===== config.mk =====
export PLATFORM = sky130hd
export DESIGN_NAME = spi_eeprom_status_protect
export DESIGN_NICKNAME = d
export VERILOG_FILES = /design/src/eeprom_status_pkg.sv /design/src/spi_eeprom_status_protect.sv
export VERILOG_INCLUDE_DIRS = /design/src
export SDC_FILE = /design/constraint.sdc
export NUM_CORES = 1
export LEC_CHECK = 0
export BUFFER_PORTS_ARGS = -buffer_cell sky130_fd_sc_hd__buf_4
export CORE_MARGIN = 3
export CORE_UTILIZATION = 35
export DETAILED_ROUTE_END_ITERATION = 10
export PLACE_DENSITY = 0.54
export SYNTH_ARGS = -nofsm -noshare
export SYNTH_HDL_FRONTEND = slang
export SYNTH_SLANG_ARGS = --single-unit

===== constraint.sdc =====
create_clock -name clk -period 2.8 [get_ports clk]
set_clock_uncertainty 0.1 [all_clocks]
set_input_delay 0.28 -clock clk [delete_from_list [all_inputs] [get_ports clk]]
set_output_delay 0.28 -clock clk [all_outputs]
set_load 0.02 [all_outputs]

===== src/eeprom_status_regs.svh =====
// Opcodes, field codes and timing constants of the serial EEPROM status and protect block
// Function
// RQ1 - Status read answered anytime, even while busy
// RQ2 - Status byte: enable7, protect3..2, latch1, busy0
// RQ3 - Busy flag shows internal write; read-only
// RQ4 - Latch flag mirrors latch; clear blocks writes
// RQ5 - Latch commands work regardless of protection
// RQ6 - Protect bits nonvolatile, changed by status write
// RQ7 - Four sectors: none, top quarter, half, all
// RQ8 - Protected ranges aligned to address top
// RQ9 - Hardware protect enable bit for larger densities
// RQ10 - Hardware protect when pin low and enable set
// RQ11 - Hardware protect blocks only nonvolatile status bits
// RQ12 - Smallest densities lack the enable bit
// RQ13 - Completed write clears latch automatically
// RQ14 - Write starts only on aligned select rise
// RQ15 - Array commands ignored during internal write
// RQ16 - Latch cleared at power-up
// RQ17 - Standby, output off until select falls
// RQ18 - Page erase sets addressed page to FFh
// RQ19 - Host sets latch in separate transaction first
// RQ20 - Erase opcode plus address selects whole page
// RQ21 - Erase starts on aligned rise; busy meanwhile
// RQ22 - Erase into protected region is aborted
// RQ23 - Small densities: protect pin low clears latch
// RQ24 - Output bits change after serial clock fall
// RQ25 - Status byte MSB first, repeated until deselect
// RQ26 - Accepted status write changes writable bits only
`ifndef EEPROM_STATUS_REGS_SVH
`define EEPROM_STATUS_REGS_SVH

`define OPC_STATUS_WRITE 8'h01
`define OPC_ARRAY_WRITE 8'h02
`define OPC_LATCH_CLEAR 8'h04
`define OPC_STATUS_READ 8'h05
`define OPC_LATCH_SET 8'h06
`define OPC_PAGE_ERASE 8'h42

`define BP_NONE 2'h0
`define BP_QUARTER 2'h1
`define BP_HALF 2'h2
`define BP_ALL 2'h3
`define SECTOR_TOP 2'h3

`define BIT_LAST 3'h7
`define BIT_FIRST 3'h0
`define NV_INIT 3'h0
`define DONT_CARE_READ 3'h0

`define CLK_PERIOD_NS 40
`define WRITE_CYCLE_NS 5000000

`endif


===== src/eeprom_status_pkg.sv =====
// Types shared by the serial EEPROM status and protect block
package eeprom_status_pkg;

	typedef enum logic [2:0] {
		ST_IDLE,
		ST_OPCODE,
		ST_ADDR,
		ST_DATA,
		ST_TAIL,
		ST_STATUS_OUT,
		ST_IGNORE
	} xfer_state_t;

	typedef struct packed {
		logic hwProtectEnable;
		logic [2:0] dontCare;
		logic blockProtectHigh;
		logic blockProtectLow;
		logic writeLatchFlag;
		logic writeInProgressFlag;
	} status_t;

	typedef struct packed {
		logic valid;
		logic erase;
		logic [23:0] addr;
	} array_req_t;

endpackage : eeprom_status_pkg


===== src/spi_eeprom_status_protect.sv =====
// Status register, write protection and page erase control of an SPI EEPROM
`timescale 1ns/1ps
`default_nettype none
`include "eeprom_status_regs.svh"

module spi_eeprom_status_protect
	import eeprom_status_pkg::*;
#(
	parameter int ADDR_BITS = 16,
	parameter int ADDR_BYTES = 2,
	parameter bit HAS_HW_PROTECT_EN = 1'b1,
	parameter bit HAS_PAGE_ERASE = 1'b1,
	parameter bit WP_CLEARS_LATCH = 1'b0,
	parameter int WRITE_CYCLES = `WRITE_CYCLE_NS / `CLK_PERIOD_NS
) (
	input wire logic clk,
	input wire logic reset_n,
	input wire logic csN,
	input wire logic sck,
	input wire logic si,
	input wire logic wpN,
	output logic soOut,
	output logic soOe,
	output logic writeBusy,
	output array_req_t arrayReq
);

	localparam int CW = $clog2(WRITE_CYCLES + 1);
	localparam int AW = ADDR_BYTES * 8;
	localparam logic [9:0] CNT_ONE = 10'h001;
	localparam logic [9:0] CNT_STATUS = 10'h002;
	localparam logic [9:0] CNT_ERASE = 10'(ADDR_BYTES + 1);
	localparam logic [9:0] CNT_WRITE = 10'(ADDR_BYTES + 2);
	localparam logic [9:0] CNT_ADDR = 10'(ADDR_BYTES);
	localparam logic [CW-1:0] CYC_LOAD = CW'(WRITE_CYCLES);
	localparam logic [CW-1:0] CYC_LAST = CW'(1);

	// Pin synchronisers; first stages are read only by second stages
	logic csS1_q, csS2_q, csPrev_q;
	logic sckS1_q, sckS2_q, sckPrev_q;
	logic siS1_q, siS2_q;
	logic wpS1_q, wpS2_q;

	always_ff @(posedge clk or negedge reset_n) begin
		if (!reset_n) begin
			csS1_q <= 1'b1;
			csS2_q <= 1'b1;
			csPrev_q <= 1'b1;
			sckS1_q <= 1'b0;
			sckS2_q <= 1'b0;
			sckPrev_q <= 1'b0;
			siS1_q <= 1'b0;
			siS2_q <= 1'b0;
			wpS1_q <= 1'b1;
			wpS2_q <= 1'b1;
		end else begin
			csS1_q <= csN;
			csS2_q <= csS1_q;
			csPrev_q <= csS2_q;
			sckS1_q <= sck;
			sckS2_q <= sckS1_q;
			sckPrev_q <= sckS2_q;
			siS1_q <= si;
			siS2_q <= siS1_q;
			wpS1_q <= wpN;
			wpS2_q <= wpS1_q;
		end
	end

	// Idle high select after reset means only a real falling edge opens a frame
	logic csFall, csRise, sckRise, sckFall;
	assign csFall = csPrev_q & ~csS2_q; // [RQ17]
	assign csRise = ~csPrev_q & csS2_q;
	assign sckRise = ~sckPrev_q & sckS2_q & ~csS2_q;
	assign sckFall = sckPrev_q & ~sckS2_q & ~csS2_q;

	xfer_state_t state_q;
	logic [7:0] shiftIn_q, opcode_q, data_q;
	logic [2:0] bitCnt_q, outIdx_q;
	logic [9:0] byteCnt_q;
	logic [AW-1:0] addr_q;
	logic [7:0] byteNext;
	logic [CW-1:0] cycleCnt_q;
	logic busy_q, latch_q;
	logic [2:0] nv_q = `NV_INIT; // Nonvolatile: survives reset_n on purpose
	status_t statusNow;

	assign byteNext = {shiftIn_q[6:0], siS2_q};
	assign writeBusy = busy_q;

	always_comb begin
		statusNow.hwProtectEnable = HAS_HW_PROTECT_EN ? nv_q[2] : 1'b0; // [RQ12]
		statusNow.dontCare = `DONT_CARE_READ;
		statusNow.blockProtectHigh = nv_q[1];
		statusNow.blockProtectLow = nv_q[0];
		statusNow.writeLatchFlag = latch_q; // [RQ4]
		statusNow.writeInProgressFlag = busy_q; // [RQ3]
	end

	function automatic xfer_state_t decodeOp(input logic [7:0] op, input logic busy);
		xfer_state_t nxt;
		nxt = ST_IGNORE;
		if (op == `OPC_STATUS_READ) begin
			nxt = ST_STATUS_OUT; // [RQ1]
		end else if (busy) begin
			nxt = ST_IGNORE; // [RQ15]
		end else if (op == `OPC_ARRAY_WRITE || (HAS_PAGE_ERASE && op == `OPC_PAGE_ERASE)) begin
			nxt = ST_ADDR;
		end else if (op == `OPC_STATUS_WRITE) begin
			nxt = ST_DATA;
		end else if (op == `OPC_LATCH_SET || op == `OPC_LATCH_CLEAR) begin
			nxt = ST_TAIL;
		end
		return nxt;
	endfunction : decodeOp

	// Serial receive, mode 0: sample on rising clock
	always_ff @(posedge clk or negedge reset_n) begin
		if (!reset_n) begin
			state_q <= ST_IDLE;
			shiftIn_q <= 8'h00;
			opcode_q <= 8'h00;
			data_q <= 8'h00;
			bitCnt_q <= `BIT_FIRST;
			byteCnt_q <= 10'h000;
			addr_q <= '0;
		end else if (csFall) begin
			state_q <= ST_OPCODE;
			bitCnt_q <= `BIT_FIRST;
			byteCnt_q <= 10'h000;
		end else if (csRise) begin
			state_q <= ST_IDLE;
		end else if (sckRise && state_q != ST_IDLE) begin
			shiftIn_q <= byteNext;
			bitCnt_q <= bitCnt_q + 3'h1;
			if (bitCnt_q == `BIT_LAST) begin
				if (byteCnt_q != 10'h3FF) begin
					byteCnt_q <= byteCnt_q + CNT_ONE;
				end
				unique case (state_q)
					ST_OPCODE: begin
						opcode_q <= byteNext;
						state_q <= decodeOp(byteNext, busy_q);
					end
					ST_ADDR: begin
						addr_q <= {addr_q[AW-9:0], byteNext};
						if (byteCnt_q == CNT_ADDR) begin
							state_q <= (opcode_q == `OPC_PAGE_ERASE) ? ST_TAIL : ST_DATA; // [RQ20]
						end
					end
					ST_DATA: data_q <= byteNext;
					ST_TAIL, ST_STATUS_OUT, ST_IGNORE, ST_IDLE: state_q <= state_q;
				endcase
			end
		end
	end

	// Command qualification at the rising select edge
	logic aligned, latchCmdOk, statusWriteOk, arrayWriteOk, eraseOk;
	logic addrProtected, hwProtected, startArray, startStatus, writeDone;
	logic [1:0] sector;

	assign aligned = (bitCnt_q == `BIT_FIRST); // [RQ14]
	assign latchCmdOk = state_q == ST_TAIL && aligned && byteCnt_q == CNT_ONE
		&& (opcode_q == `OPC_LATCH_SET || opcode_q == `OPC_LATCH_CLEAR);
	assign statusWriteOk = state_q == ST_DATA && aligned && byteCnt_q == CNT_STATUS
		&& opcode_q == `OPC_STATUS_WRITE;
	assign arrayWriteOk = state_q == ST_DATA && aligned && byteCnt_q >= CNT_WRITE
		&& opcode_q == `OPC_ARRAY_WRITE;
	assign eraseOk = state_q == ST_TAIL && aligned && byteCnt_q == CNT_ERASE
		&& opcode_q == `OPC_PAGE_ERASE; // [RQ21]
	assign sector = addr_q[ADDR_BITS-1 -: 2]; // [RQ8]

	always_comb begin
		unique case (nv_q[1:0])
			`BP_NONE: addrProtected = 1'b0; // [RQ7]
			`BP_QUARTER: addrProtected = (sector == `SECTOR_TOP);
			`BP_HALF: addrProtected = sector[1];
			`BP_ALL: addrProtected = 1'b1;
		endcase
	end

	assign hwProtected = HAS_HW_PROTECT_EN && nv_q[2] && !wpS2_q; // [RQ9] [RQ10]
	assign startArray = csRise && latch_q && (arrayWriteOk || eraseOk) && !addrProtected; // [RQ22] [RQ4]
	assign startStatus = csRise && latch_q && statusWriteOk && !hwProtected; // [RQ11]
	assign writeDone = busy_q && cycleCnt_q == CYC_LAST;

	// Self-timed cycle; CS state no longer matters once started
	always_ff @(posedge clk or negedge reset_n) begin
		if (!reset_n) begin
			cycleCnt_q <= '0;
			busy_q <= 1'b0;
		end else if (startArray || startStatus) begin
			cycleCnt_q <= CYC_LOAD;
			busy_q <= 1'b1; // [RQ3] [RQ21]
		end else if (busy_q) begin
			cycleCnt_q <= cycleCnt_q - CYC_LAST;
			busy_q <= !writeDone;
		end
	end

	always_ff @(posedge clk or negedge reset_n) begin
		if (!reset_n) begin
			latch_q <= 1'b0; // [RQ16]
		end else if (writeDone) begin
			latch_q <= 1'b0; // [RQ13]
		end else if (WP_CLEARS_LATCH && !wpS2_q) begin
			latch_q <= 1'b0; // [RQ23]
		end else if (csRise && latchCmdOk) begin
			latch_q <= (opcode_q == `OPC_LATCH_SET); // [RQ5]
		end
	end

	// No reset: these bits model nonvolatile cells
	always_ff @(posedge clk) begin
		if (startStatus) begin
			nv_q[2] <= HAS_HW_PROTECT_EN ? data_q[7] : 1'b0; // [RQ26] [RQ6]
			nv_q[1:0] <= data_q[3:2];
		end
	end

	// Array engine request; erase means fill the whole page with FFh
	always_ff @(posedge clk or negedge reset_n) begin
		if (!reset_n) begin
			arrayReq <= '0;
		end else begin
			arrayReq.valid <= startArray; // [RQ18]
			if (startArray) begin
				arrayReq.erase <= (opcode_q == `OPC_PAGE_ERASE);
				arrayReq.addr <= 24'(addr_q[ADDR_BITS-1:0]);
			end
		end
	end

	// Serial transmit: change after falling clock, MSB first, wraps until deselect
	always_ff @(posedge clk or negedge reset_n) begin
		if (!reset_n) begin
			soOut <= 1'b0;
			soOe <= 1'b0;
			outIdx_q <= `BIT_LAST;
		end else if (csFall || csRise) begin
			soOe <= 1'b0; // [RQ17]
			outIdx_q <= `BIT_LAST;
		end else if (sckFall && state_q == ST_STATUS_OUT) begin
			soOe <= 1'b1;
			soOut <= statusNow[outIdx_q]; // [RQ24] [RQ25] [RQ2]
			outIdx_q <= outIdx_q - 3'h1;
		end
	end
endmodule : spi_eeprom_status_protect

`default_nettype wire


Yosys cells after proc, flatten, opt, wreduce, memory -nomap -nowiden --
Index checks and enable logic that the tools add are counted.
Storage, ports and cells: output and inout port bits 29, register bits 110
Cells by class: add/sub/neg operators 4, magnitude comparators 2, bitwise gates (word level) 13, multiplexer cells 33, reductions and logical operators 50, equality and inequality tests 28
Operators with widths (number):
- $mux W10 | 5
- $mux W3 | 15
- $eq A8 B3 Y1 const B | 5
- $mux W17 | 2
- $eq A10 B2 Y1 const B | 2
- $logic_and A1 B1 Y1 | 20
- $eq A17 B1 Y1 const B | 1
- $sub A17 B1 Y17 const B | 1
- $eq A8 B1 Y1 const B | 2
- $eq A8 B2 Y1 const B | 2
- $eq A8 B7 Y1 const B | 2
- $reduce_and A5 Y1 | 3
- $reduce_bool A2 Y1 | 6
- $add A10 B1 Y10 const B | 1
- $eq A10 B1 Y1 const B | 1
- $ge A10 B3 Y1 const B | 1
- $ne A10 B10 Y1 const B | 1
- $eq A3 B3 Y1 const B | 3
- $reduce_bool A3 Y1 | 3
- $reduce_and A4 Y1 | 2
- $mux W1 | 7
- $not A1 Y1 | 7
- $and A1 B1 Y1 | 6
- $eq A2 B2 Y1 const B | 3
- 19 further kinds | 29

Depth between registers and ports, before layout --
Gate-level depths: netlist (run 1).
word-level depth 12, depth in mapped cells 9, depth with buffers taken out 7

Worst setup path before layout (run 1) --
OpenSTA, ideal clock, no wires.
kind register to register, from register bitCnt_q[0], to register arrayReq[10] (netlist name), library setup time 125 ps, data required time 2575 ps, arrival time 2073 ps, buffers on the path 2, setup slack 501 ps, cell stages (with the launch flop) 10, path through dfrtp_1 inv_1 ha_1 or3b_1 a211o_1 o32a_1 nand2b_4 buf_6 buf_6 mux2_4
On the way: longest elaborated chain between the ends 7, elaborated cells between the ends (all ways) 10
Ends and longest elaborated chain:
- start, declared | line spi_eeprom_status_protect.sv:79 | logic [2:0] bitCnt_q, outIdx_q;
- start signal, assigned | line spi_eeprom_status_protect.sv:124 | bitCnt_q <= `BIT_FIRST;
- start signal, assigned | line spi_eeprom_status_protect.sv:129 | bitCnt_q <= `BIT_FIRST;
- start signal, assigned | line spi_eeprom_status_protect.sv:135 | bitCnt_q <= bitCnt_q + 3'h1;
- $logic_not A3 Y1 (no line) (*)
- $logic_and A1 B1 Y1, on equally long branches (2 in a row) | line spi_eeprom_status_protect.sv:168, spi_eeprom_status_protect.sv:170
- $logic_and A1 B1 Y1 (no line)
- $logic_or A1 B1 Y1 (*) | line spi_eeprom_status_protect.sv:184 | assign startArray = csRise && latch_q && (arrayWriteOk || eraseOk) && !addrProtected;
- $logic_and A1 B1 Y1 (*) (2 in a row) | line spi_eeprom_status_protect.sv:184
- end, declared | line spi_eeprom_status_protect.sv:25 | output array_req_t arrayReq
Every way passes the cells marked *; elsewhere a longest branch is shown, timed or not. A chain may end at the register's enable or synchronous reset.

Final worst setup path (run 1) --
from register bitCnt_q[1], to register nv_q[1], enable pin
On the way: longest elaborated chain between the ends 6
Ends and longest elaborated chain:
- $logic_not A3 Y1 (no line)
- $logic_and A1 B1 Y1 (2 in a row) | line spi_eeprom_status_protect.sv:166 | assign statusWriteOk = state_q == ST_DATA && aligned && byteCnt_q == CNT_STATUS
- $logic_and A1 B1 Y1 (no line)
- $logic_and A1 B1 Y1 (2 in a row) | line spi_eeprom_status_protect.sv:185 | assign startStatus = csRise && latch_q && statusWriteOk && !hwProtected;
- net startStatus | line spi_eeprom_status_protect.sv:160 | logic addrProtected, hwProtected, startArray, startStatus, writeDone;
- end signal, assigned | line spi_eeprom_status_protect.sv:218 | nv_q[1:0] <= data_q[3:2];
- end, declared | line spi_eeprom_status_protect.sv:85 | logic [2:0] nv_q = `NV_INIT;
The timed path passes the listed nets, and every way through them passes these cells.

==> flow_metrics.env, run 1 <==
export IMPL_syn_inst=419
export IMPL_relSlewSlack=0.562
export IMPL_criticalPathCategory="flop to flop"
export IMPL_post_cts_resized=0
export IMPL_crit_required_ns=2.75
export IMPL_drt_iter0_markers=267
export IMPL_drc=0
export IMPL_synth_async_reset_ratio=0.971
export IMPL_p_per_area_nw_per_um2=575
export IMPL_dr_pass1_iters=4
export IMPL_p_leak_nw=2.77
export IMPL_grt_ovfl_total=0
export IMPL_final_layout_size_suffix_gt1_frac=0.248
export IMPL_hold_class="flop to flop"
export IMPL_ctsHoldBuffers=5
export IMPL_clk_insertion_delay_late_ns=0.35
export IMPL_gp_routability_congestion=0.807
export IMPL_vias=3289
export IMPL_grt_use_total=0.137
export IMPL_status="finished, final reports clean"
export IMPL_synth_compound_area_frac=0.0860
export IMPL_max_cap_viol_count=0
export IMPL_synth_area_leaders="dfrtp_1 48%, mux2_2 8.9%, dfstp_2 4.3%"
export IMPL_final_setup_tns_ns=0
export IMPL_first_global_vias=3404
export IMPL_rsz0062_at_grt="no"
export IMPL_htree_num_levels=3
export IMPL_ys_flop_type="dfrtp_1"
export IMPL_fp_row_count=42
export IMPL_cp_start_kind="flop"
export IMPL_ys_seq_area_frac=0.538
export IMPL_synthMuxAreaShare=0.127
export IMPL_diodes=0
export IMPL_fp_dieArea_um2=15600
export IMPL_cts_buffers=9
export IMPL_synth_edf_count=3
export IMPL_fin_total_pwr_mw=3.27
export IMPL_synth_area_um2=4930
export IMPL_dp_final_hpwl_um=7040
export IMPL_ys_seq_elements=105
export IMPL_yosysWarnings=0
export IMPL_clock_path_buffers=2
export IMPL_wl_per_cell_um=15.4
export IMPL_syn_mean_instance_area_um2=11.8
export IMPL_yosysUniqueCellTypes=63
export IMPL_ios=35
export IMPL_die_w_um=125
export IMPL_path_clk_slew_ns=0.07
export IMPL_fmax_ghz=0.404
export IMPL_worst_slew_pin_slew_ns=0.657
export IMPL_synthToLayoutAreaGrowth_pct=15.3
export IMPL_post_cts_setup_buffers=0
export IMPL_met3_length_um=548
export IMPL_initial_utilization=0.365
export IMPL_cts_sinks=105
export IMPL_peakVddDrop_v=0.000409
export IMPL_die_h_um=125
export IMPL_design_area_um2=5690
export IMPL_synth_xor_area_share=0.0302
export IMPL_synthSimpleGateAreaFrac=0.149
export IMPL_synth_top_family_by_area="simple AND/OR/NAND/NOR gates"
export IMPL_antenna_found_initial=0
export IMPL_worst_ep_arrival_time_ns=2.43
export IMPL_top_layer_used="met4"
export IMPL_crit_path_end_kind="flop"
export IMPL_core_area_um2=13500
export IMPL_grt_pass1_wl_um=17400
export IMPL_io_buffers=26
export IMPL_slew_viol_final=0
export IMPL_layout_nets=480
export IMPL_hold_violations=0
export IMPL_root_buffer="clkbuf_16"
export IMPL_critPathMaxFanout=3
export IMPL_yosys_area_top_type="dfrtp_1"
export IMPL_vias_per_cell=5.12
export IMPL_place_area_um2=5360
export IMPL_routed_wl_um=9930
export IMPL_netlist_area_leader_share=0.477
export IMPL_fin_crit_sh=0.885
export IMPL_synthAdderAreaFrac=0.0304
export IMPL_grt_max_degree=53
export IMPL_wl_met1_um=4750
export IMPL_cts_tree="done"
export IMPL_wl_met2_um=4510
export IMPL_setup_viol=0
export IMPL_antenna_left=0
export IMPL_final_min_clock_period_ns=2.48
Yosys cell counts, drive strengths merged (4+ instances only):
library cell   n
dfrtp         94
mux2          48
nand2         39
nor2          25
inv           20
o21ai         18
buf           14
ha            12
nand3         12
xnor2         10
dfstp          8
nor4           8
or4            7
xor2           7
nor3           6
a31oi          5
and3           5
nor4b          5
a211oi         4
a21o           4
a21oi          4
or3            4
worst paths after layout:
kind,from,endpoint,slack (ns),cells past startpoint
max in group asynchronous,reset_n,outIdx_q[2],1.45,3
setup reg to reg,bitCnt_q[1],nv_q[1],0.32,6
hold / removal,sckS1_q,sckS2_q,0.25,0
hold reg to reg,sckS1_q,sckS2_q,0.25,0
setup / recovery,bitCnt_q[1],nv_q[1],0.32,6
min in group asynchronous,reset_n,cycleCnt_q[14],0.40,2
per-stage QoR:
stage / hold WS (ns) / cells / utilization / setup WS [ns]
floorplan: -0.116 / 426 / - / 0.501
global placement: 0.232 / 622 / 0.397 / 0.399
detailed placement: 0.238 / 622 / 0.397 / 0.312
CTS: 0.255 / 643 / 0.421 / 0.297
global route: 0.256 / 643 / 0.421 / 0.158
finish: 0.250 / 643 / 0.421 / 0.322
flip-flops by register name, indices dropped and copies added (netlist names), 3 cells and up:
signal      count
opcode_q        8
arrayReq       18
nv_q            3
shiftIn_q       7
state_q         3
addr_q         16
outIdx_q        3
bitCnt_q        3
cycleCnt_q     17
data_q          3
byteCnt_q      10
critical path, stage by stage, from the launching register on:
cell and delay [ns]:
dfrtp_1 0.40, inv_1 0.09, ha_1 0.15, or3b_1 0.36, or2_2 0.30, or4_1 0.62, inv_1 0.17
where the power goes:
group	total (mW)	leakage [nW]	switching (mW)	internal, mW
registers	1.72	1.40	0.121	1.60
logic	0.355	1.23	0.197	0.158
clock network	1.20	0.136	0.564	0.633
total	3.27	2.77	0.883	2.39
kinds of logic after synthesis:
| kind of cell | count (synthesis) |
|---|---|
| AND/OR/NAND/NOR | 132 |
| adder cells (fa/ha/maj) | 12 |
| flip-flops | 105 |
| multiplexers | 52 |
| XOR/XNOR | 17 |
| AO/OA/AOI/OAI | 62 |
| buffers and inverters | 38 |
| other | 1 |
layout by cell type, fill, tap and decap left out, types with 6 or more instances in the layout:
master	n
xor2_1	7
nand3_1	12
conb_1	8
dfrtp_1	94
clkbuf_16	9
nor2_1	25
dfstp_2	8
inv_1	20
nor3_1	6
mux2_2	39
mux2_4	9
buf_4	36
or4_1	6
o21ai_0	17
ha_1	12
xnor2_1	10
nand2_1	39
nor4_1	6
cell type report:
class	count	area (um2)
clock buffer	11	243
clock inverter	5	38.8
fill	1249	7820
inverter	21	78.8
multi-input combinational	283	2120
sequential	105	2650
tap	176	220
timing repair buffer	42	340
per-layer routing:
metal  track usage  vias to the layer above
li1              -                     1584
met1         0.188                     1630
met2         0.209                       66
met3        0.0437                        9
met4        0.0406                        0
met5             0                        -
Power figures use the tool's default switching activity.
==> inputs of run 2 (changes only) <==
Settings changed: BUFFER_PORTS_ARGS -buffer_cell sky130_fd_sc_hd__buf_4 to -buffer_cell sky130_fd_sc_hd__buf_2, REMOVE_ABC_BUFFERS set to 1.
==> flow_metrics.env, run 2 (synthesized netlist as in run 1, its figures left out) <==
export IMPL_final_common_cell="dfrtp_1"
export IMPL_fin_crit_sh=0.869
export IMPL_hold_class="flop to flop"
export IMPL_final_setup_tns_ns=0
export IMPL_holdWs_ns=0.252
export IMPL_largest_registers="arrayReq (18), cycleCnt_q (17), addr_q (16)"
export IMPL_grt_busiest_layer="met2"
export IMPL_die_h_um=125
export IMPL_io_buffers=26
export IMPL_grt_pass1_wl_um=17600
export IMPL_path_clk_slew_ns=0.07
export IMPL_critical_path_slowest_cell="or4_1"
export IMPL_cts_sinks=105
export IMPL_ctsHoldBuffers=5
export IMPL_routed_wl_um=10200
export IMPL_drc=0
export IMPL_dp_final_hpwl_um=7230
export IMPL_diodes=0
export IMPL_fmax_ghz=0.411
export IMPL_fill_cells=1304
export IMPL_wl_per_cell_um=15.9
export IMPL_worst_slew_pin_slew_ns=0.595
export IMPL_layout_nets=481
export IMPL_max_cap_viol_count=0
export IMPL_worst_ep_arrival_time_ns=2.62
export IMPL_criticalPathCategory="flop to flop"
export IMPL_dr_pass1_iters=4
export IMPL_cts_tree="done"
export IMPL_cts_buffers=9
export IMPL_grt_use_met2=0.207
export IMPL_post_cts_setup_buffers=0
export IMPL_grt_ovfl_total=0
export IMPL_final_core_util=0.420
export IMPL_cp_start_kind="flop"
export IMPL_crit_path_end_kind="flop"
export IMPL_post_cts_resized=0
export IMPL_grt_max_degree=45
export IMPL_path_cells="inv_1 > ha_1 > or3b_1 > or2_2 > or4_1 > o21a_1 > nand2_1"
export IMPL_htree_num_levels=3
export IMPL_relSlewSlack=0.603
export IMPL_met1_usage=0.196
export IMPL_largest_register_ffs=18
export IMPL_die_w_um=125
export IMPL_grt_use_total=0.140
export IMPL_fp_row_count=42
export IMPL_clock_path_buffers=2
export IMPL_vias_per_cell=5.14
export IMPL_final_cell_mix="94 x dfrtp_1, 39 x nand2_1, 39 x mux2_2"
export IMPL_antenna_left=0
export IMPL_max_stage_delay_ns=0.59
export IMPL_final_layout_size_suffix_gt1_frac=0.250
export IMPL_place_area_um2=5300
export IMPL_synthToLayoutAreaGrowth_pct=14.9
export IMPL_p_leak_nw=2.80
export IMPL_ios=35
export IMPL_vias=3311
export IMPL_first_global_vias=3363
export IMPL_rsz0062_at_grt="no"
export IMPL_peakVddDrop_v=0.000380
export IMPL_slew_viol_final=0
export IMPL_core_area_um2=13500
export IMPL_setup_viol=0
export IMPL_max_flop_register="arrayReq"
export IMPL_hold_violations=0
export IMPL_design_area_um2=5670
export IMPL_drt_iter0_markers=211
export IMPL_crit_required_ns=2.98
export IMPL_fp_dieArea_um2=15600
export IMPL_critPathMaxFanout=8
export IMPL_initial_utilization=0.365
export IMPL_antenna_found_initial=0
export IMPL_status="finished, final reports clean"
export IMPL_gp_routability_congestion=0.835
export IMPL_final_min_clock_period_ns=2.43
export IMPL_p_per_area_nw_per_um2=604
export IMPL_clk_insertion_delay_late_ns=0.35
export IMPL_use_met3=0.0369
export IMPL_root_buffer="clkbuf_16"
-- run 2: cell count changes in the layout (fill, tap and decap cells not counted) --
cell	change
buf_2	+25
buf_4	-24
bufinv_16	+2
clkbuf_1	-1
clkbuf_8	-1
clkinv_1	+1
clkinv_2	+1
clkinv_4	-1
clkinvlp_4	-1
inv_6	-1
inv_8	+1
-- run 2: path summary, 6_finish.rpt --
| path | start | to | slack (ns) | cells after the start |
|---|---|---|---|---|
| max | bitCnt_q[1] | cycleCnt_q[15] | 0.37 | 7 |
| min | siS1_q | siS2_q | 0.25 | 0 |
| max reg2reg | bitCnt_q[1] | cycleCnt_q[15] | 0.37 | 7 |
| min reg2reg | siS1_q | siS2_q | 0.25 | 0 |
| max in group asynchronous | reset_n | arrayReq[6] | 1.51 | 3 |
| min in group asynchronous | reset_n | addr_q[4] | 0.37 | 2 |
-- run 2: per-stage QoR --
stage | power [mW] | setup slack [ns] | instances
after floorplan | 1.95 | 0.508 | 409
after global placement | 2.10 | 0.380 | 623
after detailed placement | 2.11 | 0.381 | 623
after CTS | 3.48 | 0.359 | 644
after global routing | 3.60 | 0.274 | 644
final | 3.43 | 0.367 | 644
-- run 2: worst max-delay path, delay by kind of cell, from the launching register on --
family | cells | cell delay, ns
AO/OA/AOI/OAI | 1 | 0.27
adder cells (fa/ha/maj) | 1 | 0.15
buffers and inverters | 1 | 0.08
flip-flops | 1 | 0.40
AND/OR/NAND/NOR | 4 | 1.37
-- run 2: cell type report --
type / instances / area (um2) / area share
flip-flops and latches: 105 / 2650 / 0.468
multi-input cells: 283 / 2120 / 0.373
repair buffers: 43 / 285 / 0.0503
clock buffers: 9 / 225 / 0.0397
well taps: 176 / 220 / 0.0388
clock inverters: 7 / 93.8 / 0.0165
inverters: 21 / 78.8 / 0.0139
-- run 2: layer usage --
| metal | wire length [um] | up-vias |
|---|---|---|
| met3 | 480 | 16 |
| met1 | 5050 | 1629 |
| li1 | - | 1589 |
| met5 | 0 | - |
| met4 | 221 | 0 |
| met2 | 4480 | 77 |
-- run 2: power by group --
group | total, mW | switching [mW] | internal [mW]
combinational | 0.357 | 0.203 | 0.155
clock | 1.34 | 0.560 | 0.785
sequential | 1.72 | 0.125 | 1.60
total | 3.43 | 0.887 | 2.54
==> inputs of run 3 (changes only) <==
Settings changed: BUFFER_PORTS_ARGS -buffer_cell sky130_fd_sc_hd__buf_2 to -buffer_cell sky130_fd_sc_hd__buf_4, TNS_END_PERCENT set to 5.
Clock period 2.8 ns to 3.1 ns, I/O delays scaled along.
==> flow_metrics.env, run 3 (synthesized netlist as in run 1, its figures left out) <==
export IMPL_status="finished, final reports clean"
export IMPL_root_buffer="clkbuf_16"
export IMPL_peakVddDrop_v=0.000289
export IMPL_crit_path_end_kind="flop"
export IMPL_path_clk_slew_ns=0.07
export IMPL_ios=35
export IMPL_setup_viol=0
export IMPL_grt_use_total=0.137
export IMPL_fp_dieArea_um2=15600
export IMPL_final_setup_tns_ns=0
export IMPL_design_area_um2=5690
export IMPL_holdPathEnd="sckS2_q"
export IMPL_r2r_slack_ns=0.63
export IMPL_final_min_clock_period_ns=2.47
export IMPL_relSlewSlack=0.431
export IMPL_fin_total_pwr_mw=3.00
export IMPL_rsz0062_at_grt="no"
export IMPL_synthToLayoutAreaGrowth_pct=15.3
export IMPL_cp_start_kind="flop"
export IMPL_final_cell_mix="94 x dfrtp_1, 39 x nand2_1, 39 x mux2_2"
export IMPL_p_leak_nw=2.77
export IMPL_clockPowerShare=0.374
export IMPL_r2r_end="cycleCnt_q[1]"
export IMPL_initial_utilization=0.365
export IMPL_worst_slew_pin_slew_ns=0.854
export IMPL_grt_use_met2=0.206
export IMPL_grt_max_degree=68
export IMPL_largest_register_ffs=18
export IMPL_dr_pass1_iters=4
export IMPL_internal_power_mw=2.22
export IMPL_cts_tree="done"
export IMPL_post_cts_setup_buffers=0
export IMPL_fmax_ghz=0.405
export IMPL_die_h_um=125
export IMPL_max_flop_register="arrayReq"
export IMPL_wl_per_cell_um=15.4
export IMPL_drt_iter0_markers=193
export IMPL_cts_sinks=105
export IMPL_routed_wl_um=9860
export IMPL_min_delay_path_depth=0
export IMPL_fp_row_count=42
export IMPL_grt_busiest_layer="met2"
export IMPL_worst_ep_arrival_time_ns=2.57
export IMPL_met1_usage=0.191
export IMPL_fin_crit_sh=0.796
export IMPL_max_cap_viol_count=0
export IMPL_drc=0
export IMPL_hold_violations=0
export IMPL_place_area_um2=5340
export IMPL_grt_pass1_wl_um=17200
export IMPL_final_core_util=0.421
export IMPL_worstHoldStart="sckS1_q"
export IMPL_r2r_start="bitCnt_q[1]"
export IMPL_first_global_vias=3318
export IMPL_dp_final_hpwl_um=7170
export IMPL_holdWs_ns=0.251
export IMPL_io_buffers=26
export IMPL_diodes=0
export IMPL_slew_viol_final=0
export IMPL_hold_class="flop to flop"
export IMPL_vias=3232
export IMPL_final_layout_size_suffix_gt1_frac=0.244
export IMPL_r2r_cells=7
export IMPL_combinationalPowerShare=0.106
export IMPL_criticalPathCategory="flop to flop"
export IMPL_clk_insertion_delay_late_ns=0.34
export IMPL_core_area_um2=13500
export IMPL_swShare=0.258
export IMPL_antenna_left=0
export IMPL_gp_routability_congestion=0.825
export IMPL_layout_nets=477
export IMPL_p_switching_uw=772
export IMPL_cts_buffers=9
export IMPL_htree_num_levels=3
export IMPL_antenna_found_initial=0
export IMPL_p_seq_frac=0.520
export IMPL_crit_required_ns=3.21
export IMPL_p_per_area_nw_per_um2=527
export IMPL_use_met3=0.0437
export IMPL_clock_path_buffers=2
export IMPL_grt_ovfl_total=0
export IMPL_die_w_um=125
export IMPL_final_common_cell="dfrtp_1"
export IMPL_largest_registers="arrayReq (18), cycleCnt_q (17), addr_q (16)"
export IMPL_critPathMaxFanout=10
export IMPL_vias_per_cell=5.05
==> run 3: cell count changes in the layout (fill, tap and decap cells not counted), moves of 2 or more <==
cell / before / now
buf_2: 25 / 0
clkbuf_8: 0 / 2
buf_4: 12 / 33
bufinv_16: 2 / 0
==> run 3: per-layer routing <==
metal / part of all wire / wire (um)
met4: 0.0077 / 76
met5: 0 / 0
met3: 0.035 / 350
met2: 0.46 / 4530
met1: 0.50 / 4910
==> run 3: cell type report <==
cell class / count / area (um2)
clock buffer: 13 / 282
inverter: 21 / 78.8
timing repair buffer: 39 / 318
fill: 1289 / 7820
clock inverter: 3 / 21.3
tap: 176 / 220
multi-input combinational: 283 / 2120
sequential: 105 / 2650
==> run 3: repair_timing <==
action | CTS | global route
hold buffers | 5 | 0
endpoints found under the hold margin | 5 | 0
resized for setup | 0 | 0
==> run 3: power groups by stage <==
stage               Sequential, mW  Combinational, mW  Clock (mW)
floorplan                     1.54              0.219           0
global placement              1.58              0.311           0
detailed placement            1.58              0.316           0
CTS                           1.56              0.323        1.17
global route                  1.57              0.364        1.22
finish                        1.56              0.317        1.12
==> run 3: how the worst max path moves through the flow <==
stage	startpoint	endpoint	slack (ns)	depth (start not counted)
5_1_grt	bitCnt_q[1]	cycleCnt_q[5]	0.46	7
2_1_floorplan	bitCnt_q[0]	nv_q[0]	0.81	6
6_report	bitCnt_q[1]	cycleCnt_q[1]	0.63	7
3_3_place_gp	byteCnt_q[3]	arrayReq[10]	0.68	5
4_1_cts	bitCnt_q[1]	cycleCnt_q[8]	0.60	7
3_5_place_dp	bitCnt_q[1]	cycleCnt_q[1]	0.61	7
==> run 3: critical path, stage by stage, from the launching register on <==
cell and delay, ns:
dfrtp_1 0.40, inv_1 0.09, ha_1 0.15, or3b_1 0.36
or2_2 0.29, or4_1 0.61, o21ai_2 0.23, a211oi_1 0.10
==> run 3: metrics by stage <==
step                      worst slack, ns  instances
after floorplan                     0.808        409
after global placement              0.677        619
after detailed placement            0.611        619
after CTS                           0.601        640
after global routing                0.463        640
final                               0.634        640
